`config.mk`:
```
export PLATFORM = sky130hd
export DESIGN_NAME = capacitive_sense_control
export DESIGN_NICKNAME = d
export VERILOG_FILES = /design/src/cap_sense_pkg.sv /design/src/capacitive_sense_control.sv
export VERILOG_INCLUDE_DIRS = /design/src /design/src/src
export SDC_FILE = /design/constraint.sdc
export NUM_CORES = 1
export LEC_CHECK = 0
export BUFFER_PORTS_ARGS = -buffer_cell sky130_fd_sc_hd__buf_2
export CORE_UTILIZATION = 53
export DETAILED_ROUTE_END_ITERATION = 6
export GPL_TIMING_DRIVEN = 0
export PLACE_DENSITY = 0.83
export SLEW_MARGIN = 20
export SYNTH_ARGS = -nofsm -noshare
export SYNTH_HDL_FRONTEND = slang
export SYNTH_SLANG_ARGS = --single-unit
```
`constraint.sdc`:
```
create_clock -name clk_i -period 4 [get_ports clk_i]
set_input_delay 1 -clock clk_i [delete_from_list [all_inputs] [get_ports clk_i]]
set_output_delay 1 -clock clk_i [all_outputs]
set_load 0.005 [all_outputs]
```
`src/cap_sense_map.svh`:
```
// Purpose: offsets, field positions and reset values of the sense control block
// Assumes: byte-wide registers on a plain strobe port
// Notes:   included by its bare name
`ifndef CAP_SENSE_MAP_SVH
`define CAP_SENSE_MAP_SVH
`define SENSE_CONTROL_0_ADDR 4'h0
`define SENSE_CONTROL_1_ADDR 4'h1
`define TIMER_A_OPTION_ADDR  4'h2
`define TIMER_B_CONTROL_ADDR 4'h3
`define SENSE_STATUS_ADDR    4'h4
`define C0_ENABLE_BIT        7
`define C0_REFMODE_BIT       6
`define C0_RANGE_LSB         2
`define C0_DIR_BIT           1
`define C0_TA_EXT_BIT        0
`define TA_CLKSRC_BIT        5
`define TB_CLKSRC_LSB        6
`define TB_GATE_EN_BIT       1
`define TB_ON_BIT            0
`define REG_RESET            8'h00
`define TB_SRC_SENSE         2'h3
`define WR_MASK_C0           8'hCD
`define WR_MASK_C1           8'h03
`define WR_MASK_TA           8'h20
`define WR_MASK_TB           8'hC3
`endif

```
`src/cap_sense_pkg.sv`:
```
// Purpose: types of the sense control block
// Assumes: nothing
// Notes:   constants live in cap_sense_map.svh
`default_nettype none
package cap_sense_pkg;
    typedef enum logic [2:0] {
        PM_OFF    = 3'b000,
        PM_NOISE  = 3'b001,
        PM_F_LOW  = 3'b010,
        PM_F_MED  = 3'b011,
        PM_F_HIGH = 3'b100,
        PM_V_LOW  = 3'b101,
        PM_V_MED  = 3'b110,
        PM_V_HIGH = 3'b111
    } power_mode_t;
    typedef struct packed {
        logic [7:0] sense_control_0;
        logic [7:0] sense_control_1;
        logic [7:0] timer_a_option;
        logic [7:0] timer_b_control;
        logic [7:0] rdata;
        logic       dir;
    } state_t;
    typedef struct packed {
        logic [3:0] channel_enable;
        logic       source_enable;
        logic       sink_enable;
        logic       comparator_enable;
        logic       variable_reference;
    } analog_ctl_t;
    typedef struct packed {
        logic timer_a_clock;
        logic timer_b_clock;
        logic timer_b_count_enable;
    } timer_ctl_t;
endpackage
`default_nettype wire

```
`src/capacitive_sense_control.sv`:
```
// Purpose: control logic of the capacitive sense unit
// Assumes: comparator output synchronous to clk_i, timer sources sampled on clk_i
// Notes:   sense clock and timer clocks are level paths passed as strobes
//
// The placing of the registers and strobed register access were decided locally.
`include "cap_sense_map.svh"
`default_nettype none
module capacitive_sense_control (
    input  wire logic                       clk_i,
    input  wire logic                       nrst_i,
    input  wire logic [3:0]                 addr_i,
    input  wire logic [7:0]                 wdata_i,
    input  wire logic                       wr_i,
    input  wire logic                       rd_i,
    output logic      [7:0]                 rdata_o,
    input  wire logic                       comparator_i,
    input  wire logic                       timer_a_pin_clock_i,
    input  wire logic                       timer_b_other_clock_i,
    input  wire logic                       timer_b_gate_i,
    output cap_sense_pkg::analog_ctl_t      analog_o,
    output cap_sense_pkg::timer_ctl_t       timer_o,
    output cap_sense_pkg::power_mode_t      power_mode_o,
    output logic                            noise_activity_o
);
    logic [1:0]                  rst_sync;
    logic                        rst_n;
    cap_sense_pkg::state_t       st;
    cap_sense_pkg::state_t       next_st;
    cap_sense_pkg::power_mode_t  mode;
    logic                        enabled;
    logic                        sense_clock;

    // reset release through two flops
    always_ff @(posedge clk_i or negedge nrst_i) begin
        if (!nrst_i) begin
            rst_sync <= 2'h0;
        end else begin
            rst_sync <= {rst_sync[0], 1'b1};
        end
    end
    assign rst_n = rst_sync[1];

    // eight mode decode from reference bit and range code
    function automatic cap_sense_pkg::power_mode_t decode_mode(input logic [7:0] c0);
        logic [1:0] rng;
        rng = c0[`C0_RANGE_LSB +: 2];
        if (c0[`C0_REFMODE_BIT]) begin
            unique case (rng)
                2'h0: decode_mode = cap_sense_pkg::PM_NOISE;
                2'h1: decode_mode = cap_sense_pkg::PM_V_LOW;
                2'h2: decode_mode = cap_sense_pkg::PM_V_MED;
                2'h3: decode_mode = cap_sense_pkg::PM_V_HIGH;
            endcase
        end else begin
            unique case (rng)
                2'h0: decode_mode = cap_sense_pkg::PM_OFF;
                2'h1: decode_mode = cap_sense_pkg::PM_F_LOW;
                2'h2: decode_mode = cap_sense_pkg::PM_F_MED;
                2'h3: decode_mode = cap_sense_pkg::PM_F_HIGH;
            endcase
        end
    endfunction

    assign mode    = decode_mode(st.sense_control_0);
    assign enabled = st.sense_control_0[`C0_ENABLE_BIT];

    // next state: register writes, direction tracking, read data
    always_comb begin
        next_st = st;
        if (wr_i) begin
            unique case (addr_i)
                `SENSE_CONTROL_0_ADDR: next_st.sense_control_0 = wdata_i & `WR_MASK_C0;
                `SENSE_CONTROL_1_ADDR: next_st.sense_control_1 = wdata_i & `WR_MASK_C1;
                `TIMER_A_OPTION_ADDR:  next_st.timer_a_option  = wdata_i & `WR_MASK_TA;
                `TIMER_B_CONTROL_ADDR: next_st.timer_b_control = wdata_i & `WR_MASK_TB;
                default: ;
            endcase
        end
        if (enabled && mode != cap_sense_pkg::PM_OFF) begin
            next_st.dir = comparator_i;
        end
        next_st.rdata = 8'h00;
        if (rd_i) begin
            unique case (addr_i)
                `SENSE_CONTROL_0_ADDR: next_st.rdata = {st.sense_control_0[7:2], st.dir,
                                                        st.sense_control_0[0]};
                `SENSE_CONTROL_1_ADDR: next_st.rdata = st.sense_control_1;
                `TIMER_A_OPTION_ADDR:  next_st.rdata = st.timer_a_option;
                `TIMER_B_CONTROL_ADDR: next_st.rdata = st.timer_b_control;
                `SENSE_STATUS_ADDR:    next_st.rdata = {5'h00, mode};
                default:               next_st.rdata = 8'h00;
            endcase
        end
    end

    // state register
    always_ff @(posedge clk_i or negedge rst_n) begin
        if (!rst_n) begin
            st <= '{`REG_RESET, `REG_RESET, `REG_RESET, `REG_RESET, 8'h00, 1'b0};
        end else begin
            st <= next_st;
        end
    end

    assign rdata_o = st.rdata;

    // analog mux and oscillator current controls
    always_comb begin
        analog_o = '0;
        if (enabled) begin
            analog_o.channel_enable[st.sense_control_1[1:0]] = 1'b1;
        end
        analog_o.variable_reference = st.sense_control_0[`C0_REFMODE_BIT];
        analog_o.comparator_enable  = enabled && mode != cap_sense_pkg::PM_OFF;
        analog_o.source_enable      = enabled && mode != cap_sense_pkg::PM_OFF
                                      && mode != cap_sense_pkg::PM_NOISE;
        analog_o.sink_enable        = analog_o.source_enable;
    end

    assign power_mode_o     = mode;
    assign sense_clock      = st.dir;
    assign noise_activity_o = (mode == cap_sense_pkg::PM_NOISE) && enabled && st.dir;

    // timer clock routing and second timer enable
    always_comb begin
        timer_o.timer_a_clock = st.sense_control_0[`C0_TA_EXT_BIT] ? sense_clock
                                                                   : timer_a_pin_clock_i;
        timer_o.timer_b_clock = (st.timer_b_control[`TB_CLKSRC_LSB +: 2] == `TB_SRC_SENSE)
                                ? sense_clock : timer_b_other_clock_i;
        timer_o.timer_b_count_enable = st.timer_b_control[`TB_ON_BIT] &&
                                       (!st.timer_b_control[`TB_GATE_EN_BIT]
                                        || timer_b_gate_i);
    end

    // checks: range code seen by the decode checks
    logic [1:0] range_code;
    assign range_code = st.sense_control_0[`C0_RANGE_LSB +: 2];

    // disabled unit drives no channel
    a_disabled_no_channel: assert property (
        @(posedge clk_i) disable iff (!rst_n)
        !enabled |-> analog_o.channel_enable == 4'h0)
        else $error("channel on while disabled");

    // enabled unit routes the selected code
    a_channel_onehot: assert property (
        @(posedge clk_i) disable iff (!rst_n)
        enabled |-> analog_o.channel_enable == (4'h1 << st.sense_control_1[1:0]))
        else $error("wrong channel");

    // never more than one pad on the oscillator
    a_one_channel: assert property (
        @(posedge clk_i) disable iff (!rst_n)
        $onehot0(analog_o.channel_enable))
        else $error("several channels");

    // direction bit follows the comparator while running
    a_dir_tracks: assert property (
        @(posedge clk_i) disable iff (!rst_n)
        (enabled && mode != cap_sense_pkg::PM_OFF) |=> st.dir == $past(comparator_i))
        else $error("direction not tracking");

    // direction bit frozen while oscillator off
    a_off_dir_static: assert property (
        @(posedge clk_i) disable iff (!rst_n)
        (mode == cap_sense_pkg::PM_OFF && $past(mode) == cap_sense_pkg::PM_OFF) |-> $stable(st.dir))
        else $error("direction moved while off");

    // noise mode drives no pin current
    a_noise_no_current: assert property (
        @(posedge clk_i) disable iff (!rst_n)
        mode == cap_sense_pkg::PM_NOISE |-> !analog_o.source_enable && !analog_o.sink_enable)
        else $error("current in noise mode");

    // noise mode keeps the comparator alive
    a_noise_comp_on: assert property (
        @(posedge clk_i) disable iff (!rst_n)
        (mode == cap_sense_pkg::PM_NOISE && enabled) |-> analog_o.comparator_enable)
        else $error("comparator off in noise mode");

    // reference select matches the variable modes
    a_refmode_follow: assert property (
        @(posedge clk_i) disable iff (!rst_n)
        analog_o.variable_reference == (mode inside {cap_sense_pkg::PM_NOISE,
        cap_sense_pkg::PM_V_LOW, cap_sense_pkg::PM_V_MED, cap_sense_pkg::PM_V_HIGH}))
        else $error("reference mismatch");

    // variable reference with code 00 is noise detection
    a_mode_write: assert property (
        @(posedge clk_i) disable iff (!rst_n)
        (wr_i && addr_i == `SENSE_CONTROL_0_ADDR && wdata_i[7:2] == 6'h30) |=> mode == cap_sense_pkg::PM_NOISE)
        else $error("mode decode wrong");

    // fixed reference with code 00 is off
    a_fixed_zero_off: assert property (
        @(posedge clk_i) disable iff (!rst_n)
        (wr_i && addr_i == `SENSE_CONTROL_0_ADDR && wdata_i[7:2] == 6'h20) |=> mode == cap_sense_pkg::PM_OFF)
        else $error("off decode wrong");

    // code 01 is low current in both ranges
    a_range_low: assert property (
        @(posedge clk_i) disable iff (!rst_n)
        range_code == 2'h1 |-> mode inside {cap_sense_pkg::PM_F_LOW, cap_sense_pkg::PM_V_LOW})
        else $error("low range decode wrong");

    // code 10 is medium current in both ranges
    a_range_med: assert property (
        @(posedge clk_i) disable iff (!rst_n)
        range_code == 2'h2 |-> mode inside {cap_sense_pkg::PM_F_MED, cap_sense_pkg::PM_V_MED})
        else $error("medium range decode wrong");

    // code 11 is high current in both ranges
    a_range_high: assert property (
        @(posedge clk_i) disable iff (!rst_n)
        range_code == 2'h3 |-> mode inside {cap_sense_pkg::PM_F_HIGH, cap_sense_pkg::PM_V_HIGH})
        else $error("high range decode wrong");

    // disabled unit leaves the oscillator idle
    a_disabled_no_current: assert property (
        @(posedge clk_i) disable iff (!rst_n)
        !enabled |-> !analog_o.source_enable && !analog_o.comparator_enable)
        else $error("oscillator on while disabled");

    // off mode stops comparator and current
    a_off_no_comparator: assert property (
        @(posedge clk_i) disable iff (!rst_n)
        mode == cap_sense_pkg::PM_OFF |-> !analog_o.comparator_enable && !analog_o.sink_enable)
        else $error("oscillator on while off");

    // current ranges source and sink
    a_range_current: assert property (
        @(posedge clk_i) disable iff (!rst_n)
        (enabled && range_code != 2'h0) |-> analog_o.source_enable && analog_o.sink_enable)
        else $error("current missing in range");

    // activity only in enabled noise mode
    a_activity_noise: assert property (
        @(posedge clk_i) disable iff (!rst_n)
        noise_activity_o |-> enabled && mode == cap_sense_pkg::PM_NOISE)
        else $error("activity outside noise mode");

    // activity follows comparator toggles in noise mode
    a_activity_follows: assert property (
        @(posedge clk_i) disable iff (!rst_n)
        (enabled && mode == cap_sense_pkg::PM_NOISE && !wr_i)
        |=> noise_activity_o == $past(comparator_i))
        else $error("activity not following comparator");

    // second timer clock from the sense oscillator on code 11
    a_tb_sense_clock: assert property (
        @(posedge clk_i) disable iff (!rst_n)
        st.timer_b_control[7:6] == `TB_SRC_SENSE |-> timer_o.timer_b_clock == st.dir)
        else $error("second timer not on sense clock");

    // second timer keeps its other clock otherwise
    a_tb_other_clock: assert property (
        @(posedge clk_i) disable iff (!rst_n)
        st.timer_b_control[7:6] != `TB_SRC_SENSE
        |-> timer_o.timer_b_clock == timer_b_other_clock_i)
        else $error("second timer clock wrong");

    // first timer clock from the sense oscillator
    a_ta_sense_clock: assert property (
        @(posedge clk_i) disable iff (!rst_n)
        st.sense_control_0[0] |-> timer_o.timer_a_clock == st.dir)
        else $error("first timer not on sense clock");

    // first timer keeps its pin clock otherwise
    a_ta_pin_clock: assert property (
        @(posedge clk_i) disable iff (!rst_n)
        !st.sense_control_0[`C0_TA_EXT_BIT] |-> timer_o.timer_a_clock == timer_a_pin_clock_i)
        else $error("first timer clock wrong");

    // second timer off while its on bit is clear
    a_tb_off: assert property (
        @(posedge clk_i) disable iff (!rst_n)
        !st.timer_b_control[0] |-> !timer_o.timer_b_count_enable)
        else $error("second timer runs while off");

    // second timer free running without gate
    a_tb_free: assert property (
        @(posedge clk_i) disable iff (!rst_n)
        st.timer_b_control[1:0] == 2'h1 |-> timer_o.timer_b_count_enable)
        else $error("second timer not free running");

    // second timer counts only while the gate allows
    a_tb_gated: assert property (
        @(posedge clk_i) disable iff (!rst_n)
        (st.timer_b_control[1:0] == 2'h3) |-> timer_o.timer_b_count_enable == timer_b_gate_i)
        else $error("gate ignored");

    // readback carries the direction bit
    a_dir_readback: assert property (
        @(posedge clk_i) disable iff (!rst_n)
        $past(rd_i && addr_i == `SENSE_CONTROL_0_ADDR) |-> rdata_o[`C0_DIR_BIT] == $past(st.dir))
        else $error("direction readback wrong");

    // status readback carries the power mode
    a_status_read: assert property (
        @(posedge clk_i) disable iff (!rst_n)
        $past(rd_i && addr_i == `SENSE_STATUS_ADDR) |-> rdata_o == {5'h00, $past(mode)})
        else $error("status readback wrong");

    // reserved and read-only bits never stored
    a_c0_reserved: assert property (
        @(posedge clk_i) disable iff (!rst_n)
        st.sense_control_0[5:4] == 2'h0 && !st.sense_control_0[`C0_DIR_BIT])
        else $error("reserved bit stored");

    // only the channel field is stored
    a_c1_reserved: assert property (
        @(posedge clk_i) disable iff (!rst_n)
        st.sense_control_1[7:2] == 6'h00)
        else $error("reserved channel bit stored");

    // enable bit taken from the write
    a_enable_write: assert property (
        @(posedge clk_i) disable iff (!rst_n)
        (wr_i && addr_i == `SENSE_CONTROL_0_ADDR) |=> enabled == $past(wdata_i[`C0_ENABLE_BIT]))
        else $error("enable not written");

    // noise activity seen
    c_noise_mode: cover property (
        @(posedge clk_i) disable iff (!rst_n) noise_activity_o);

    // last channel selected
    c_channel_3: cover property (
        @(posedge clk_i) disable iff (!rst_n) analog_o.channel_enable[3]);

    // gated count window open
    c_tb_gated_count: cover property (
        @(posedge clk_i) disable iff (!rst_n) timer_o.timer_b_count_enable && st.timer_b_control[1]);

    // status register read
    c_readback: cover property (
        @(posedge clk_i) disable iff (!rst_n) rd_i && addr_i == `SENSE_STATUS_ADDR);

    // variable high range in use
    c_variable_high: cover property (
        @(posedge clk_i) disable iff (!rst_n) enabled && mode == cap_sense_pkg::PM_V_HIGH);
endmodule
`default_nettype wire

```
==> summary.md <==
| Metric | Value |
|---|---|
| Floorplan core area | 0.002233 mm² |
| Count of unresolved DRC violations after routing | 0 |
| Maximum vdd ir drop | 0.3885 mV |
| Total power per unit cell area | 442.0 mW/mm² |
| Reg-to-reg slack, setup | 2330 ps |
| RSZ-0062 raised after global routing | false |
| Port bufs | 40 |
| Latest clock arrival within the worst-skew pair | 300 ps |
| Standby leakage power | 0.7979 nW |
| Synthesis Warnings | 0 |
| Via count | 1001 |
| Largest incremental delay on the critical path | 450 ps |
| Starting DRT DRC Count | 33 |
| Worst Hold Margin | 335.1 ps |
| Post-synthesis instance total | 119 |
| Number of nets produced by synthesis | 144 |
| CTS clock-pin slew for the worst setup and hold paths | 120 ps |
| Net count of the finished layout | 189 |
| Post-synthesis async set-or-reset flop share | 1.000 |
| Arrival time at the worst endpoint | 1900 ps |
| Min Clock Period, post-route | 2897 ps |
| Post-synthesis share of cell area spent on and, or, nand and nor gates | 0.2006 |
| Final Hold Vio Count | 0 |
| Remaining global-route overflow | 0 |
| Family with the most delay on the worst path | flip-flops |
| Fraction of final layout cells with drive strength greater than 1 | 0.4785 |
| Multiplexer fraction of the synthesized cell area | 0.1630 |
| Cells along the critical path | inv_1 -> ha_1 -> nor3_1 -> a31oi_1 -> and2_1 -> buf_4 -> buf_2 |
| Power spent charging and discharging nets | 0.0002051 W |
| Floorplan row count | 17 |
| Xor and xnor fraction of the mapped netlist area | 0 |
| Number of cells upsized or downsized after cts | 0 |
| Fill cell total of the finished layout | 175 |
| Type of the worst setup path | reg -> out |
| Cell type with the highest aggregate area in the netlist | sky130_fd_sc_hd__dfrtp_1 |
| Remaining antenna violation count after routing | 0 |
| Cell types with the largest area share after synthesis | sky130_fd_sc_hd__dfrtp_1, sky130_fd_sc_hd__mux2_2, sky130_fd_sc_hd__buf_4 |
| Fraction of power spent switching nets | 0.2986 |
| Number of detailed-routing iterations run before antenna repair | 4 |
| Pin count of the biggest net entering global routing | 21 |
| Count of state elements after synthesis | 22 |
| Antenna violations before repair | 0 |
| Growth of design area from synthesis to finish | 22.73% |
| Detail-routed via count per cell | 5.241 |
| Final Max Slew Viols | 0 |
| Sequential share of the synthesized area | 0.4348 |
| Setup TNS | 0 ps |
| Area taken by flip-flops and latches | 550.5 µm² |
| Number of antenna repair diodes | 0 |
| Wire length of the first global-routing pass | 4.236 mm |
| Full die area | 0.002589 mm² |
| TritonCTS clock tree | done |
| Setup Viol. Count Final | 0 |
| Starting density of the core | 0.5669 |
| Total Power | 0.0006868 W |
| Final routed wire length divided by cell count | 13.16 µm |
| Synthesized area per cell | 10.64 µm² |
| Compound-cell area share of the yosys netlist | 0.05731 |
| Worst-path cell with the longest stage delay | sky130_fd_sc_hd__dfrtp_1 |
| Die Span X | 50.88 µm |
| Multi-input gate area in the final layout | 603.1 µm² |
| Int Pwr | 0.0004817 W |
| Endpoint required time on the critical path | 3000 ps |
| Post-CTS setup buffer count | 0 |
| Final worst path period share | 0.7243 |
| Top-area cell type share of the netlist area | 0.4348 |
| Sinks on the clock net | 22 |
| Number of H-tree branching levels | 1 |
| Final setup skew | 6.994 ps |
| Post-synthesis instance area | 0.001266 mm² |
| Overall global routing resource usage | 0.2232 |
| Max Clk Rate | 345.2 MHz |
| Count of pins on the block boundary | 43 |
| Kind of path behind the tightest hold check | reg -> async |
| Maximum net fanout on the critical path | 5 |
| Sum of net half-perimeters after detailed placement | 1.824 mm |
| Total length of routed wires | 2.513 mm |
| Vias in the first global route | 941 |
| Largest family of logic cells by synthesized area | simple AND/OR/NAND/NOR gates |
| Top-count cell post-synth | sky130_fd_sc_hd__dfrtp_1 |
| Startpoint type of the worst setup path | register |
| Worst-case clock buffer depth | 2 |
| Relative contribution of the clock network to total power | 0.243 |
| Count of different cell masters after synthesis | 32 |
| Buf/Inv on CP | 3 |
| Sequential group share of total power | 0.443 |
| Routability-driven placement congestion ratio | 0.8352 |
| Run status | finished, final reports clean |
| Post-synthesis share of cell area spent on full adders, half adders and majority gates | 0.04941 |
| Number of clock buffers inserted by TritonCTS | 3 |
| Cell at the root of the clock tree | sky130_fd_sc_hd__clkbuf_4 |
| Post-synth top cells | sky130_fd_sc_hd__dfrtp_1, sky130_fd_sc_hd__mux2_2, sky130_fd_sc_hd__nand2_1 |
| Max Cap Violations | 0 |
| Post-cts hold buffer count | 0 |
| Slew HR | 0.4727 |
| Floorplan die height | 50.88 µm |
| Sort of element at the end of the critical path | output pin |
| Part of the total power dissipated in combinational logic | 0.314 |
| Number of flops mapped to enable cells by yosys | 0 |
| Slew at the pin with the worst max-slew slack | 790.9 ps |
| Post-synth top flop | sky130_fd_sc_hd__dfrtp_1 |
through the flow:
stage | std cells | cell area [µm²] | setup WS, ps | util
final | 191 | 1554 | 1103 | 0.6958
after global routing | 191 | 1554 | 996.9 | 0.6958
after CTS | 191 | 1554 | 1101 | 0.6958
after detailed placement | 187 | 1501 | 1479 | 0.6723
after global placement | 187 | 1501 | 1541 | 0.6723
after floorplan | 119 | 1266 | 1738 | -
power by group through the flow:
stage	combinational [W]	clock (W)	sequential (W)
6_report	0.000216	0.000167	0.000304
5_1_grt	0.000237	0.000179	0.000312
4_1_cts	0.000215	0.000170	0.000304
3_5_place_dp	0.000212	0	0.000308
3_3_place_gp	0.000205	0	0.000306
2_1_floorplan	0.000146	0	0.000292
placed cells by master (no fill, tap or decap):
master and instances:
sky130_fd_sc_hd__nor3b_2 1, sky130_fd_sc_hd__bufinv_16 1, sky130_fd_sc_hd__nand4_1 2, sky130_fd_sc_hd__nor3_1 3
sky130_fd_sc_hd__o21ai_0 1, sky130_fd_sc_hd__or3b_2 1, sky130_fd_sc_hd__nand2_1 12, sky130_fd_sc_hd__and4b_1 1
sky130_fd_sc_hd__nor2_2 1, sky130_fd_sc_hd__nand2b_1 1, sky130_fd_sc_hd__a31oi_1 3, sky130_fd_sc_hd__buf_4 10
sky130_fd_sc_hd__clkbuf_4 3, sky130_fd_sc_hd__and3_1 2, sky130_fd_sc_hd__a21boi_0 1, sky130_fd_sc_hd__mux2_1 1
sky130_fd_sc_hd__mux2_4 4, sky130_fd_sc_hd__dfrtp_1 22, sky130_fd_sc_hd__nand3b_1 6, sky130_fd_sc_hd__nor2_1 7
sky130_fd_sc_hd__and3b_1 1, sky130_fd_sc_hd__mux2_2 12, sky130_fd_sc_hd__inv_1 3, sky130_fd_sc_hd__and2_1 1
sky130_fd_sc_hd__nor2b_1 1, sky130_fd_sc_hd__nor3b_1 1, sky130_fd_sc_hd__conb_1 2, sky130_fd_sc_hd__buf_2 43
sky130_fd_sc_hd__buf_6 1, sky130_fd_sc_hd__ha_1 5, sky130_fd_sc_hd__o41a_1 1, sky130_fd_sc_hd__nor4b_2 1
sky130_fd_sc_hd__a21oi_1 6, sky130_fd_sc_hd__nand3_1 2
metal layers:
| layer | global-route usage | vias up | routed length (µm) |
|---|---|---|---|
| li1 | - | 493 | - |
| met1 | 0.2916 | 472 | 1063 |
| met2 | 0.3867 | 34 | 1307 |
| met3 | 0.02679 | 2 | 132 |
| met4 | 0.06944 | 0 | 10 |
| met5 | 0 | - | 0 |
worst paths after layout:
path,cells after the start,endpoint,startpoint
max in group asynchronous,0,rdata_o[0],rst_sync[1]
hold / removal,0,range_code[1],rst_sync[1]
hold reg to reg,0,range_code[1],rst_sync[1]
setup / recovery,7,analog_o[3],range_code[0]
setup reg to reg,4,sense_clock,range_code[0]
min in group clk_i,0,rst_sync[1],rst_sync[0]
final cells by class:
class                   instances  share of cell area
multi-input cells              80              0.3881
flip-flops and latches         22              0.3543
repair buffers                 40              0.1288
plain buffers                  14             0.06522
well taps                      28             0.02254
clock inverters                 1             0.01932
clock buffers                   3             0.01449
inverters                       3            0.007246
sequential cells by signal (all words and copies together) (netlist names):
| signal | cells |
|---|---|
| sense_clock | 1 |
| range_code | 2 |
| rst_sync | 2 |
| analog_o | 1 |
| rdata_o | 7 |
| st | 8 |
| enabled | 1 |
cell families (layout without fill, tap and decap cells):
logic type	Yosys count	in the layout
other cells	2	2
mux	17	17
simple gates	44	44
fa+ha+maj	5	5
compound gates	12	12
buf+inv	17	61
flops	22	22
No activity file was read; power rests on OpenSTA's default activity.
